[src/design/fdsm_consts.svh]
// register indices, reset values and field positions of the fast-detect and
// signal-monitor sync block; assumes byte address = 4 * index on the bus
`ifndef FDSM_CONSTS_SVH
`define FDSM_CONSTS_SVH

`define FDSM_IDX_FD_CTRL     10'h245
`define FDSM_IDX_UPPER_LO    10'h247
`define FDSM_IDX_UPPER_HI    10'h248
`define FDSM_IDX_LOWER_LO    10'h249
`define FDSM_IDX_LOWER_HI    10'h24a
`define FDSM_IDX_DWELL_LO    10'h24b
`define FDSM_IDX_DWELL_HI    10'h24c
`define FDSM_IDX_SYNC_CTRL   10'h26f
`define FDSM_IDX_PERIOD0     10'h271
`define FDSM_IDX_PERIOD1     10'h272
`define FDSM_IDX_PERIOD2     10'h273
`define FDSM_IDX_SYSREF_CTRL 10'h2a0
`define FDSM_IDX_STATUS      10'h2a1

`define FDSM_RST_BYTE        8'h00
`define FDSM_RST_WORD        32'h00000000
`define FDSM_RST_HI5         5'h00
`define FDSM_RST_PERIOD0     8'h80
`define FDSM_RST_DWELL_CNT   16'h0000
`define FDSM_RST_PERIOD_CNT  24'h000000

`define FDSM_BIT_FD_EN       0
`define FDSM_BIT_NEXT_SYNC   1
`define FDSM_BIT_SYSREF_EN   0
`define FDSM_HI_MSB          4
`define FDSM_MIN_PERIOD      24'h000002
`define FDSM_ONE16           16'h0001
`define FDSM_ONE24           24'h000001

`endif

[src/design/fdsm_pkg.sv]
// types shared by the fast-detect and signal-monitor sync modules
// assumes nothing beyond a SystemVerilog compiler
package fdsm_pkg;
  typedef logic [12:0] fdsm_thresh_type;
  typedef logic [15:0] fdsm_dwell_type;
  typedef logic [23:0] fdsm_period_type;
  typedef enum logic [1:0] {
    FDSM_SYNC_CONT  = 2'b00,
    FDSM_SYNC_ARMED = 2'b01,
    FDSM_SYNC_DONE  = 2'b10
  } fdsm_sync_state_type;
endpackage

[src/design/fdsm_cfg_if.sv]
// configuration and event bundle between the register file and the
// comparator and monitor modules; all on one clock
`timescale 1ns/1ps
interface fdsm_cfg_if;
  fdsm_pkg::fdsm_thresh_type upper;
  fdsm_pkg::fdsm_thresh_type lower;
  fdsm_pkg::fdsm_dwell_type  dwell;
  logic                      fd_enable;
  fdsm_pkg::fdsm_period_type period;
  logic                      sync_pulse;
  logic                      period_end;

  modport regs (output upper, output lower, output dwell, output fd_enable,
                output period, output sync_pulse, input period_end);
  modport flag (input upper, input lower, input dwell, input fd_enable);
  modport mon  (input period, input sync_pulse, output period_end);
endinterface

[src/design/fdsm_flag.sv]
// fast-detect comparator for one channel with the dwell counter
// assumes one magnitude sample per clock, synchronous to the clock
`timescale 1ns/1ps
`include "fdsm_consts.svh"
module fdsm_flag (
  input  wire logic                      clk,
  input  wire logic                      rst_n,
  fdsm_cfg_if.flag                       cfg,
  input  wire fdsm_pkg::fdsm_thresh_type magnitude,
  output logic                           flag_out
);
  fdsm_pkg::fdsm_dwell_type dwell_cnt_reg;
  logic                     flag_reg;
  logic                     above_upper;
  logic                     above_lower;

  assign above_upper = magnitude > cfg.upper;
  assign above_lower = magnitude >= cfg.lower;
  assign flag_out    = flag_reg;

  // dwell counter: reloaded while at or above the lower threshold or while the flag is low
  always_ff @(posedge clk or negedge rst_n) begin
    if (!rst_n) begin
      dwell_cnt_reg <= `FDSM_RST_DWELL_CNT;
    end else if (above_lower || !flag_reg) begin
      dwell_cnt_reg <= cfg.dwell;
    end else if (dwell_cnt_reg > `FDSM_ONE16) begin
      dwell_cnt_reg <= dwell_cnt_reg - `FDSM_ONE16;
    end
  end

  // flag: set above upper, cleared once the dwell count has run out or while fd_enable is low
  always_ff @(posedge clk or negedge rst_n) begin
    if (!rst_n) begin
      flag_reg <= 1'b0;
    end else if (!cfg.fd_enable) begin
      flag_reg <= 1'b0;
    end else if (above_upper) begin
      flag_reg <= 1'b1;
    end else if (flag_reg && !above_lower && dwell_cnt_reg <= `FDSM_ONE16) begin
      flag_reg <= 1'b0;
    end
  end
endmodule

[src/design/fdsm_period.sv]
// signal-monitor period counter; a sync pulse restarts the period
// assumes the period value is stable between software writes
`timescale 1ns/1ps
`include "fdsm_consts.svh"
module fdsm_period (
  input  wire logic clk,
  input  wire logic rst_n,
  fdsm_cfg_if.mon   cfg
);
  fdsm_pkg::fdsm_period_type cnt_reg;
  fdsm_pkg::fdsm_period_type even_period;
  fdsm_pkg::fdsm_period_type last_count;
  logic                      period_end_reg;

  // odd values are unsupported; the low bit is dropped, and tiny values
  // are lifted to the smallest even period so the counter never stalls
  always_comb begin
    even_period = {cfg.period[23:1], 1'b0};
    if (even_period < `FDSM_MIN_PERIOD) begin
      even_period = `FDSM_MIN_PERIOD;
    end
    last_count = even_period - `FDSM_ONE24;
  end

  always_ff @(posedge clk or negedge rst_n) begin
    if (!rst_n) begin
      cnt_reg <= `FDSM_RST_PERIOD_CNT;
    end else if (cfg.sync_pulse || cnt_reg >= last_count) begin
      cnt_reg <= `FDSM_RST_PERIOD_CNT;
    end else begin
      cnt_reg <= cnt_reg + `FDSM_ONE24;
    end
  end

  always_ff @(posedge clk or negedge rst_n) begin
    if (!rst_n) begin
      period_end_reg <= 1'b0;
    end else begin
      period_end_reg <= !cfg.sync_pulse && cnt_reg >= last_count;
    end
  end

  assign cfg.period_end = period_end_reg;
endmodule

[src/design/fdsm_top.sv]
// fast-detect thresholds, dwell, signal-monitor period and sync control
// behind an APB slave; SYSREF and magnitudes are synchronous to CLOCK
//
// The implementer's own choice: the APB slave port.
`timescale 1ns/1ps
`include "fdsm_consts.svh"
module fdsm_top (
  input  wire logic                      CLOCK,
  input  wire logic                      RST_N,
  input  wire logic                      PSEL,
  input  wire logic                      PENABLE,
  input  wire logic                      PWRITE,
  input  wire logic [11:0]               PADDR,
  input  wire logic [31:0]               PWDATA,
  input  wire logic [3:0]                PSTRB,
  output logic      [31:0]               PRDATA,
  output logic                           PREADY,
  output logic                           PSLVERR,
  input  wire logic                      SYSREF,
  input  wire fdsm_pkg::fdsm_thresh_type MAG_FIRST,
  input  wire fdsm_pkg::fdsm_thresh_type MAG_SECOND,
  output logic                           THRESHOLD_FLAG_OUTPUT_FIRST,
  output logic                           THRESHOLD_FLAG_OUTPUT_SECOND,
  output logic                           MONITOR_SYNC,
  output logic                           MONITOR_PERIOD_END
);
  fdsm_cfg_if cfg ();

  logic [7:0]                    fd_ctrl_reg;
  logic [7:0]                    upper_lo_reg;
  logic [4:0]                    upper_hi_reg;
  logic [7:0]                    lower_lo_reg;
  logic [4:0]                    lower_hi_reg;
  logic [7:0]                    dwell_lo_reg;
  logic [7:0]                    dwell_hi_reg;
  logic [7:0]                    period0_reg;
  logic [7:0]                    period1_reg;
  logic [7:0]                    period2_reg;
  logic                          sysref_en_reg;
  fdsm_pkg::fdsm_sync_state_type sync_state_reg;
  fdsm_pkg::fdsm_sync_state_type sync_state_next;
  logic                          sysref_dly_reg;
  logic                          sync_pulse_reg;
  logic                          sync_fire;
  logic                          sysref_edge;
  logic [31:0]                   prdata_reg;
  logic [31:0]                   rd_next;
  logic [9:0]                    index;
  logic                          access;
  logic                          wr_en;
  logic                          flag_first;
  logic                          flag_second;

  function automatic logic is_mapped(input logic [9:0] idx);
    case (idx)
      `FDSM_IDX_FD_CTRL, `FDSM_IDX_UPPER_LO, `FDSM_IDX_UPPER_HI,
      `FDSM_IDX_LOWER_LO, `FDSM_IDX_LOWER_HI, `FDSM_IDX_DWELL_LO,
      `FDSM_IDX_DWELL_HI, `FDSM_IDX_SYNC_CTRL, `FDSM_IDX_PERIOD0,
      `FDSM_IDX_PERIOD1, `FDSM_IDX_PERIOD2, `FDSM_IDX_SYSREF_CTRL,
      `FDSM_IDX_STATUS: begin
        is_mapped = 1'b1;
      end
      default: begin
        is_mapped = 1'b0;
      end
    endcase
  endfunction

  // write strobe for one register; only the low byte lane carries data
  function automatic logic wr_hit(input logic en, input logic [9:0] idx,
                                  input logic [9:0] target);
    wr_hit = en && (idx == target);
  endfunction

  // zero-wait slave: every access completes in its first access cycle
  assign index   = PADDR[11:2];
  assign access  = PSEL && PENABLE;
  assign PREADY  = 1'b1;
  assign PSLVERR = access && !is_mapped(index);
  assign wr_en   = access && PWRITE && PSTRB[0] && is_mapped(index);
  assign PRDATA  = prdata_reg;

  // fast-detect enable; other control bits are stored but unused here
  always_ff @(posedge CLOCK or negedge RST_N) begin
    if (!RST_N) begin
      fd_ctrl_reg <= `FDSM_RST_BYTE;
    end else if (wr_hit(wr_en, index, `FDSM_IDX_FD_CTRL)) begin
      fd_ctrl_reg <= PWDATA[7:0];
    end
  end

  always_ff @(posedge CLOCK or negedge RST_N) begin
    if (!RST_N) begin
      upper_lo_reg <= `FDSM_RST_BYTE;
      upper_hi_reg <= `FDSM_RST_HI5;
    end else begin
      if (wr_hit(wr_en, index, `FDSM_IDX_UPPER_LO)) begin
        upper_lo_reg <= PWDATA[7:0];
      end
      if (wr_hit(wr_en, index, `FDSM_IDX_UPPER_HI)) begin
        upper_hi_reg <= PWDATA[`FDSM_HI_MSB:0];
      end
    end
  end

  always_ff @(posedge CLOCK or negedge RST_N) begin
    if (!RST_N) begin
      lower_lo_reg <= `FDSM_RST_BYTE;
      lower_hi_reg <= `FDSM_RST_HI5;
    end else begin
      if (wr_hit(wr_en, index, `FDSM_IDX_LOWER_LO)) begin
        lower_lo_reg <= PWDATA[7:0];
      end
      if (wr_hit(wr_en, index, `FDSM_IDX_LOWER_HI)) begin
        lower_hi_reg <= PWDATA[`FDSM_HI_MSB:0];
      end
    end
  end

  always_ff @(posedge CLOCK or negedge RST_N) begin
    if (!RST_N) begin
      dwell_lo_reg <= `FDSM_RST_BYTE;
      dwell_hi_reg <= `FDSM_RST_BYTE;
    end else begin
      if (wr_hit(wr_en, index, `FDSM_IDX_DWELL_LO)) begin
        dwell_lo_reg <= PWDATA[7:0];
      end
      if (wr_hit(wr_en, index, `FDSM_IDX_DWELL_HI)) begin
        dwell_hi_reg <= PWDATA[7:0];
      end
    end
  end

  always_ff @(posedge CLOCK or negedge RST_N) begin
    if (!RST_N) begin
      period0_reg <= `FDSM_RST_PERIOD0;
      period1_reg <= `FDSM_RST_BYTE;
      period2_reg <= `FDSM_RST_BYTE;
    end else begin
      if (wr_hit(wr_en, index, `FDSM_IDX_PERIOD0)) begin
        period0_reg <= PWDATA[7:0];
      end
      if (wr_hit(wr_en, index, `FDSM_IDX_PERIOD1)) begin
        period1_reg <= PWDATA[7:0];
      end
      if (wr_hit(wr_en, index, `FDSM_IDX_PERIOD2)) begin
        period2_reg <= PWDATA[7:0];
      end
    end
  end

  // no edge reaches the monitor until software opens the reference input
  always_ff @(posedge CLOCK or negedge RST_N) begin
    if (!RST_N) begin
      sysref_en_reg <= 1'b0;
    end else if (wr_hit(wr_en, index, `FDSM_IDX_SYSREF_CTRL)) begin
      sysref_en_reg <= PWDATA[`FDSM_BIT_SYSREF_EN];
    end
  end

  always_ff @(posedge CLOCK or negedge RST_N) begin
    if (!RST_N) begin
      sysref_dly_reg <= 1'b0;
    end else begin
      sysref_dly_reg <= SYSREF;
    end
  end

  assign sysref_edge = SYSREF && !sysref_dly_reg && sysref_en_reg;

  // sync state: a software write to the control register always wins,
  // so re-arming in the same cycle as an edge is never lost
  always_comb begin
    sync_state_next = sync_state_reg;
    sync_fire       = 1'b0;
    if (wr_hit(wr_en, index, `FDSM_IDX_SYNC_CTRL)) begin
      if (PWDATA[`FDSM_BIT_NEXT_SYNC]) begin
        sync_state_next = fdsm_pkg::FDSM_SYNC_ARMED;
      end else begin
        sync_state_next = fdsm_pkg::FDSM_SYNC_CONT;
      end
    end else begin
      case (sync_state_reg)
        fdsm_pkg::FDSM_SYNC_CONT: begin
          sync_fire = sysref_edge;
        end
        fdsm_pkg::FDSM_SYNC_ARMED: begin
          if (sysref_edge) begin
            sync_fire       = 1'b1;
            sync_state_next = fdsm_pkg::FDSM_SYNC_DONE;
          end
        end
        fdsm_pkg::FDSM_SYNC_DONE: begin
          sync_fire = 1'b0;
        end
        default: begin
          sync_state_next = fdsm_pkg::FDSM_SYNC_CONT;
        end
      endcase
    end
  end

  always_ff @(posedge CLOCK or negedge RST_N) begin
    if (!RST_N) begin
      sync_state_reg <= fdsm_pkg::FDSM_SYNC_CONT;
    end else begin
      sync_state_reg <= sync_state_next;
    end
  end

  always_ff @(posedge CLOCK or negedge RST_N) begin
    if (!RST_N) begin
      sync_pulse_reg <= 1'b0;
    end else begin
      sync_pulse_reg <= sync_fire;
    end
  end

  // read mux; reserved bits come back as zero
  always_comb begin
    rd_next = 32'h00000000;
    case (index)
      `FDSM_IDX_FD_CTRL:     rd_next[7:0] = fd_ctrl_reg;
      `FDSM_IDX_UPPER_LO:    rd_next[7:0] = upper_lo_reg;
      `FDSM_IDX_UPPER_HI:    rd_next[`FDSM_HI_MSB:0] = upper_hi_reg;
      `FDSM_IDX_LOWER_LO:    rd_next[7:0] = lower_lo_reg;
      `FDSM_IDX_LOWER_HI:    rd_next[`FDSM_HI_MSB:0] = lower_hi_reg;
      `FDSM_IDX_DWELL_LO:    rd_next[7:0] = dwell_lo_reg;
      `FDSM_IDX_DWELL_HI:    rd_next[7:0] = dwell_hi_reg;
      `FDSM_IDX_SYNC_CTRL: begin
        rd_next[`FDSM_BIT_NEXT_SYNC] = (sync_state_reg == fdsm_pkg::FDSM_SYNC_ARMED);
      end
      `FDSM_IDX_PERIOD0:     rd_next[7:0] = period0_reg;
      `FDSM_IDX_PERIOD1:     rd_next[7:0] = period1_reg;
      `FDSM_IDX_PERIOD2:     rd_next[7:0] = period2_reg;
      `FDSM_IDX_SYSREF_CTRL: rd_next[`FDSM_BIT_SYSREF_EN] = sysref_en_reg;
      `FDSM_IDX_STATUS: begin
        rd_next[2:0] = {sync_state_reg == fdsm_pkg::FDSM_SYNC_DONE, flag_second, flag_first};
      end
      default: begin
        rd_next = 32'h00000000;
      end
    endcase
  end

  // read data is captured in the setup cycle and held through the access
  always_ff @(posedge CLOCK or negedge RST_N) begin
    if (!RST_N) begin
      prdata_reg <= `FDSM_RST_WORD;
    end else if (PSEL && !PENABLE && !PWRITE) begin
      prdata_reg <= rd_next;
    end
  end

  assign cfg.upper      = {upper_hi_reg, upper_lo_reg};
  assign cfg.lower      = {lower_hi_reg, lower_lo_reg};
  assign cfg.dwell      = {dwell_hi_reg, dwell_lo_reg};
  assign cfg.fd_enable  = fd_ctrl_reg[`FDSM_BIT_FD_EN];
  assign cfg.period     = {period2_reg, period1_reg, period0_reg};
  assign cfg.sync_pulse = sync_pulse_reg;

  fdsm_flag u_flag_first (
    .clk       (CLOCK),
    .rst_n     (RST_N),
    .cfg       (cfg),
    .magnitude (MAG_FIRST),
    .flag_out  (flag_first)
  );

  fdsm_flag u_flag_second (
    .clk       (CLOCK),
    .rst_n     (RST_N),
    .cfg       (cfg),
    .magnitude (MAG_SECOND),
    .flag_out  (flag_second)
  );

  fdsm_period u_period (
    .clk   (CLOCK),
    .rst_n (RST_N),
    .cfg   (cfg)
  );

  assign THRESHOLD_FLAG_OUTPUT_FIRST  = flag_first;
  assign THRESHOLD_FLAG_OUTPUT_SECOND = flag_second;
  assign MONITOR_SYNC                 = sync_pulse_reg;
  assign MONITOR_PERIOD_END           = cfg.period_end;
endmodule

[config.mk]
export PLATFORM = sky130hd
export DESIGN_NAME = fdsm_top
export DESIGN_NICKNAME = d
export VERILOG_FILES = /design/src/design/fdsm_pkg.sv /design/src/design/fdsm_cfg_if.sv /design/src/design/fdsm_flag.sv /design/src/design/fdsm_period.sv /design/src/design/fdsm_top.sv
export VERILOG_INCLUDE_DIRS = /design/src /design/src/design
export SDC_FILE = /design/constraint.sdc
export NUM_CORES = 1
export LEC_CHECK = 0
export CAP_MARGIN = 5
export CORE_MARGIN = 2
export CORE_UTILIZATION = 35
export DETAILED_ROUTE_END_ITERATION = 7
export DONT_BUFFER_PORTS = 1
export PLACE_DENSITY = 0.54
export SYNTH_ARGS = -nofsm -noshare
export SYNTH_HDL_FRONTEND = slang
export SYNTH_SLANG_ARGS = --single-unit
[constraint.sdc]
create_clock -name CLOCK -period 5.88 [get_ports CLOCK]
set_input_delay 1.47 -clock CLOCK [delete_from_list [all_inputs] [get_ports CLOCK]]
set_output_delay 1.47 -clock CLOCK [all_outputs]
set_load 0.05 [all_outputs]
==> metrics.md, run 1 <==
| Metric | Value |
|---|---|
| Setup TNS | 0 ps |
| Seq/Total Area, Yosys | 0.382 |
| Largest net degree at the start of global routing | roughly 150 |
| Detailed Route WL | ~27000 microns |
| Chip width | 169 microns |
| Sink Count | approximately 150 |
| Starting Density | 0.356 |
| Max reg flops | 24 |
| Area growth syn-to-layout | 9.33% |
| Layout cells sized above 1 | 0.140 |
| Number of max-cap violations | 0 |
| Slowest stage delay, CP | between 500 and 600 ps |
| Initial antenna violation count | 0 |
| Site Rows | 60 |
| IO buf count | 0 |
| Final std cells w/o fill | about 1300 |
| Top cell type's share of synthesized area | 0.380 |
| Post-CTS resize count | 0 |
| Final Slew Violations | 0 |
| CP required | between 6000 and 7000 ps |
| Number of synthesized flops with an enable pin | 0 |
| Leak | roughly 0.0046 uW |
| Crit-path cells | or4_4 -> or3_4 -> or4_4 -> nor2b_1 -> nor2_1 -> ha_1 -> or3b_1 -> or2_1 -> or3_1 -> xor2_1 -> ha_1 -> a2111oi_0 -> o221ai_1 -> a31oi_1 -> nand4b_1 -> buf_4 -> a21oi_1 |
| Outcome | complete, no violations |
| Tcrit/Tclk final | 0.906 |
| Synth cell types | 71 |
| CTS tree | yes |
| Ys flop type | dfrtp_1 |
| N_diodes | 0 |
| Synth Instances | 971 |
| Wire length per cell | between 20 and 25 microns |
| Detailed placer's ending HPWL | 19900 microns |
| Post-route cell area | around 10000 sq um |
| Pwr Density | 241 nW/um^2 |
| CTS H-tree depth | 4 |
| Core ar. | ~27000 sq um |
| Nets | ~1100 |
| Slew of the pin with the lowest slew margin | 1230 ps |
| All-Layer GR Usage | 0.192 |
| DR iter-0 viols | roughly 570 |
| Post-route DRC | 0 |
| Critical Path AT | between 5000 and 6000 ps |
| Reg area | 3650 sq um |
| Final Wtd Congestion | slightly below 0.9 |
| Num CTS Buffers | 17 |
| Asr flop ratio synth | 1.00 |
| CP Capture Type | register |
| Root buf cell | clkbuf_16 |
| Global-route wire length before repair | 42000 microns |
| DP Area | just under 10000 sq um |
| RSZ-0062 raised after global routing | no |
| Clock Latency Late Sink | between 400 and 500 ps |
| Hold Crit Class | register to register |
| DR vias | between 7000 and 8000 |
| Area contributors post-synth | dfrtp_1 38%, ha_1 11%, mux2_2 9.5%, xnor2_1 3.8%, nand2_1 3.5% |
| Hold buffer count at cts | 0 |
| R2R Path Start | period2_reg[2]$_DFFE_PN0P_ |
| Post-synth top cells | 145 x dfrtp_1, 89 x nand2_1, 81 x ha_1, 81 x mux2_2, 70 x nor2_1 |
| Longest Clk Path Bufs | 2 |
| Final Setup Violations | 0 |
| Synth warn | 0 |
| Synth Cell Area | around 9600 sq um |
| Syn_area_per_cell | slightly below 10 sq um |
| Global route overflow | 0 |
| Worst Setup SP | period2_reg[2]$_DFFE_PN0P_ |
| Placed insts | 1285 |
| Chip height | 169 microns |
| CP Launch Type | register |
| Die Footprint | approximately 29000 sq um |
| Antenna Nets Post-Route | 0 |
| Vias in the first global route | ~7000 |
| TritonRoute pass-1 iters | 5 |
| Crit Path Category | register to register |
| Power, Total | around 2500 uW |
| DR vias/cell | 5.53 |
| Slowest cell on the critical path | or4_4 |
| Multi-input logic area | 5550 sq um |
| Slew headroom | 0.170 |
| Max VDD drop | 0.165 mV |
| Max Clock Skew | 12.4 ps |
| Fin. Hold Viols | 0 |
| Clock transition at path regs | ~70 ps |
| Hold Startpoint | u_period.cnt_reg[0]$_DFF_PN0_ |
| Layout filler cell count | approximately 2700 |
| Setup bufs post-CTS | 0 |
| Post-synth top area cell | dfrtp_1 |
| # IOs | 118 |
| Most frequent cell after synthesis | dfrtp_1 |
| Max FO, Critical Path | 18 |
| Synth Register Bits | 146 |
| Min Tclk post-route | roughly 5300 ps |
| Maximum clock rate | around 190 MHz |
-- critical path, delay by kind of cell, from the launching register on --
family                     cells  cell delay, ps
and+or+nand+nor                9            2720
adders and majority gates      2             510
buffers and inverters          1             250
xor gates and xnor gates       1             210
DFF                            1             450
AOI/OAI and AO/OA              4            1100
-- per-stage QoR --
step,hold WS [ps],util,setup slack (ps)
5_1_grt,492,0.389,221
6_report,480,0.389,555
4_1_cts,485,0.388,405
3_5_place_dp,475,0.365,451
3_3_place_gp,475,0.365,534
2_1_floorplan,447,-,977
-- area by class of cell --
type,count,area share
multi-input combinational,756,0.531
sequential,146,0.350
clock buffer,20,0.0437
tap,341,0.0408
clock inverter,12,0.0162
inverter,37,0.0133
timing repair buffer,7,0.00503
-- layout by cell type, fill, tap and decap left out, drive strengths merged, types with 20 or more instances in the layout --
cell type / n
nor3: 34
dfrtp: 145
a21oi: 29
nand2: 89
xnor2: 41
xor2: 24
nand4: 21
o31ai: 25
ha: 81
mux2: 81
inv: 41
nor2: 70
clkbuf: 20
conb: 25
o21ai: 44
-- per-layer routing --
| metal | vias to the layer above | track usage | routed length [microns] |
|---|---|---|---|
| met4 | 0 | 0.0453 | 355 |
| met5 | - | 0 | 0 |
| li1 | 3515 | - | - |
| met3 | 31 | 0.0471 | 1740 |
| met2 | 218 | 0.294 | 11700 |
| met1 | 3530 | 0.274 | 12700 |
-- report_power, final --
part           switching [uW]  internal, uW  total [uW]
sequential               44.5          1030        1070
combinational             188           105         293
clock                     457           699        1160
total                     689          1830        2520
-- path summary, 6_finish.rpt --
kind / to / slack (ps) / depth (start not counted)
min in group asynchronous: u_period.cnt_reg[3]$_DFF_PN0_ / 730 / 0
max in group asynchronous: period0_reg[7]$_DFFE_PN1P_ / 4840 / 0
min reg2reg: u_period.cnt_reg[0]$_DFF_PN0_ / 480 / 1
max reg2reg: u_period.cnt_reg[15]$_DFF_PN0_ / 560 / 17
min: u_period.cnt_reg[0]$_DFF_PN0_ / 480 / 1
max: u_period.cnt_reg[15]$_DFF_PN0_ / 560 / 17
-- logic make-up after synthesis --
family,count (synthesis),synth area share
and+or+nand+nor,317,0.174
AOI/OAI and AO/OA,179,0.126
DFF,146,0.382
buffers and inverters,92,0.0463
muxes,89,0.105
adders and majority gates,81,0.106
xor gates and xnor gates,65,0.0596
other,2,0.000786
(Power assumes the default switching activity.)
==> run 2: changes to the inputs <==
--- a/config.mk
+++ b/config.mk
@@ -6,12 +6,12 @@
 export SDC_FILE = /design/constraint.sdc
 export NUM_CORES = 1
 export LEC_CHECK = 0
+export BUFFER_PORTS_ARGS = -buffer_cell sky130_fd_sc_hd__buf_2
 export CAP_MARGIN = 5
 export CORE_MARGIN = 2
 export CORE_UTILIZATION = 35
 export DETAILED_ROUTE_END_ITERATION = 7
-export DONT_BUFFER_PORTS = 1
-export PLACE_DENSITY = 0.54
+export PLACE_DENSITY = 0.58
 export SYNTH_ARGS = -nofsm -noshare
 export SYNTH_HDL_FRONTEND = slang
 export SYNTH_SLANG_ARGS = --single-unit
==> metrics.md, run 2 (synthesis gave the netlist of run 1 again) <==
| Metric | Value |
|---|---|
| Outcome | complete, no violations |
| Gate power share | 0.147 (+0.031) |
| Area growth syn-to-layout | 12.6% |
| Global-route wire length before repair | 42000 microns (unchanged) |
| Hold buffer count at cts | 0 (unchanged) |
| Sw frac | 0.286 (+0.0122) |
| Util after Layout | 0.401 (+0.0117) |
| Slew of the pin with the lowest slew margin | 1030 ps (-200 ps) |
| Crit-path cells | or4_4 -> or3_4 -> or4_4 -> nor2b_1 -> nor2_1 -> ha_1 -> or3b_1 -> or2_1 -> or3_1 -> xor2_1 -> ha_1 -> a2111oi_0 -> o221ai_1 -> a31oi_1 -> nand4b_1 -> buf_4 -> a21oi_1 |
| Maximum clock rate | 189 MHz (+0.81%) |
| Hold Startpoint | PRDATA[0]$_DFFE_PN0P_ |
| Layout filler cell count | 2607 (-2.3%) |
| Wire length per cell | 19.1 microns (-4.9%) |
| Post-CTS resize count | 0 (unchanged) |
| R2R Path Start | period2_reg[0]$_DFFE_PN0P_ |
| Reg area | 3650 sq um (unchanged) |
| Clock power share | 0.440 (-0.019) |
| CTS H-tree depth | 4 (unchanged) |
| Detailed Route WL | 26500 microns (about the same) |
| Die Footprint | 28600 sq um (unchanged) |
| Chip width | 169 microns (unchanged) |
| Num CTS Buffers | 17 (unchanged) |
| CTS tree | yes |
| Site Rows | 60 (unchanged) |
| All-Layer GR Usage | 0.190 (-0.00198) |
| Final Setup Violations | 0 (unchanged) |
| Cell internal pwr | 1810 uW (-0.93%) |
| Crit Path Category | register to register |
| Most frequent cells in the layout | 145 x dfrtp_1, 89 x nand2_1, 81 x mux2_2, 81 x ha_1, 70 x nor2_1 |
| Pwr Density | 236 nW/um^2 (-2.2%) |
| Hold Path Depth | 2 (+1) |
| Leak | 0.00486 uW (+5.8%) |
| Final Wtd Congestion | 0.926 (+4.8%) |
| FF-to-FF path depth | 17 (unchanged) |
| Max reg flops | 24 (unchanged) |
| Final Slew Violations | 0 (unchanged) |
| Commonest non-fill, non-tap cell in the layout | dfrtp_1 |
| Crit path max-delay family | simple AND/OR/NAND/NOR gates |
| R2R Setup Slk | 600 ps (+40 ps) |
| Global route overflow | 0 (unchanged) |
| CP Launch Type | register |
| DR vias/cell | 5.48 (-0.92%) |
| Max FO, Critical Path | 24 (+6) |
| Min Tclk post-route | 5280 ps (-42.7 ps) |
| Initial antenna violation count | 3 (+3) |
| Setup bufs post-CTS | 0 (unchanged) |
| Chip height | 169 microns (unchanged) |
| Slew headroom | 0.309 (+0.139) |
| Slowest stage delay, CP | 550 ps (-20 ps) |
| Clock Latency Late Sink | 430 ps (about the same) |
| DR iter-0 viols | 677 (+19%) |
| TritonRoute pass-1 iters | 5 (unchanged) |
| Clock transition at path regs | 60 ps (about the same) |
| Largest net degree at the start of global routing | 105 (-29%) |
| DR vias | 7594 (+4.1%) |
| Post-route DRC | 0 (unchanged) |
| Longest Clk Path Bufs | 2 (unchanged) |
| Critical Path AT | 5640 ps (-30 ps) |
| # IOs | 118 (unchanged) |
| Placed insts | 1352 (+5.2%) |
| Tcrit/Tclk final | 0.898 (-0.00726) |
| Final std cells w/o fill | 1386 (+5.1%) |
| Layout cells sized above 1 | 0.192 (+0.0517) |
| Number of max-cap violations | 0 (unchanged) |
| CP required | 6240 ps (about the same) |
| Multi-input logic area | 5550 sq um (about the same) |
| FF-to-FF End | u_period.cnt_reg[14]$_DFF_PN0_ |
| IO buf count | 63 (+63) |
| Flop pwr share | 0.414 (-0.011) |
| Buffers & Inverters on Critical Path | 1 (unchanged) |
| Worst Hold End | PRDATA[0]$_DFFE_PN0P_ |
| Antenna Nets Post-Route | 0 (unchanged) |
| NetSw | 725 uW (+5.3%) |
| Setup slack after layout | 598 ps (+42.7 ps) |
| RSZ-0062 raised after global routing | no |
| Starting Density | 0.356 (unchanged) |
| Nets | 1191 (+5.8%) |
| Slowest cell on the critical path | or4_4 |
| Pre-CTS WS | 664 ps (+214 ps) |
| Vias in the first global route | 7359 (+3.1%) |
| Sink Count | 146 (unchanged) |
| Max VDD drop | 0.165 mV (about the same) |
| Detailed placer's ending HPWL | 20000 microns (+0.52%) |
| Fin. Hold Viols | 0 (unchanged) |
| Hold Crit Class | register to register |
| Max Clock Skew | 8.41 ps (-3.99 ps) |
| Root buf cell | clkbuf_16 |
| Setup TNS | 0 ps (unchanged) |
| CP Capture Type | register |
| Core ar. | 26900 sq um (unchanged) |
## run 2: how the worst max path moves through the flow
stage	start	to	slack (ps)	cells after the start
3_5_place_dp	period2_reg[0]$_DFFE_PN0P_	u_period.cnt_reg[12]$_DFF_PN0_	660	17
2_1_floorplan	PADDR[7]	PSLVERR	980	6
5_1_grt	period2_reg[0]$_DFFE_PN0P_	u_period.cnt_reg[15]$_DFF_PN0_	130	17
3_3_place_gp	period2_reg[0]$_DFFE_PN0P_	u_period.cnt_reg[15]$_DFF_PN0_	740	17
4_1_cts	period2_reg[0]$_DFFE_PN0P_	u_period.cnt_reg[12]$_DFF_PN0_	620	17
6_report	period2_reg[0]$_DFFE_PN0P_	u_period.cnt_reg[14]$_DFF_PN0_	600	17
## run 2: routing by layer
| layer | global-route usage | part of all wire | vias up |
|---|---|---|---|
| met3 | 0.0345 | 0.057 | 35 |
| met1 | 0.282 | 0.49 | 3662 |
| met2 | 0.278 | 0.43 | 232 |
| met4 | 0.0635 | 0.021 | 2 |
| li1 | - | - | 3663 |
| met5 | 0 | 0.00049 | - |
## run 2: power groups by stage
stage	clock [uW]	sequential, uW	combinational, uW
2_1_floorplan	0	1080	236
3_5_place_dp	0	1070	374
6_report	1120	1050	373
5_1_grt	1190	1050	411
3_3_place_gp	0	1070	369
4_1_cts	1140	1050	375
## run 2: cell type report
class	instances	share of cell area
diodes	2	0.000465
clock buffers	20	0.0415
clock inverters	12	0.0145
inverters	37	0.0129
multi-input cells	756	0.515
flip-flops and latches	146	0.340
well taps	341	0.0396
repair buffers	72	0.0362
## run 2: tightest hold or removal path, cell delays in order, from the launching register on
cell and delay [ps]:
dfrtp_1 340, nand2_1 40, o21ai_0 60
## run 2: through the flow
| step | hold WS [ps] | area, sq um | power (uW) |
|---|---|---|---|
| finish | 474 | 10800 | 2540 |
| detailed placement | 470 | 10200 | 1440 |
| global placement | 464 | 10200 | 1440 |
| floorplan | 447 | 9640 | 1320 |
| CTS | 484 | 10800 | 2560 |
| global route | 497 | 10800 | 2650 |
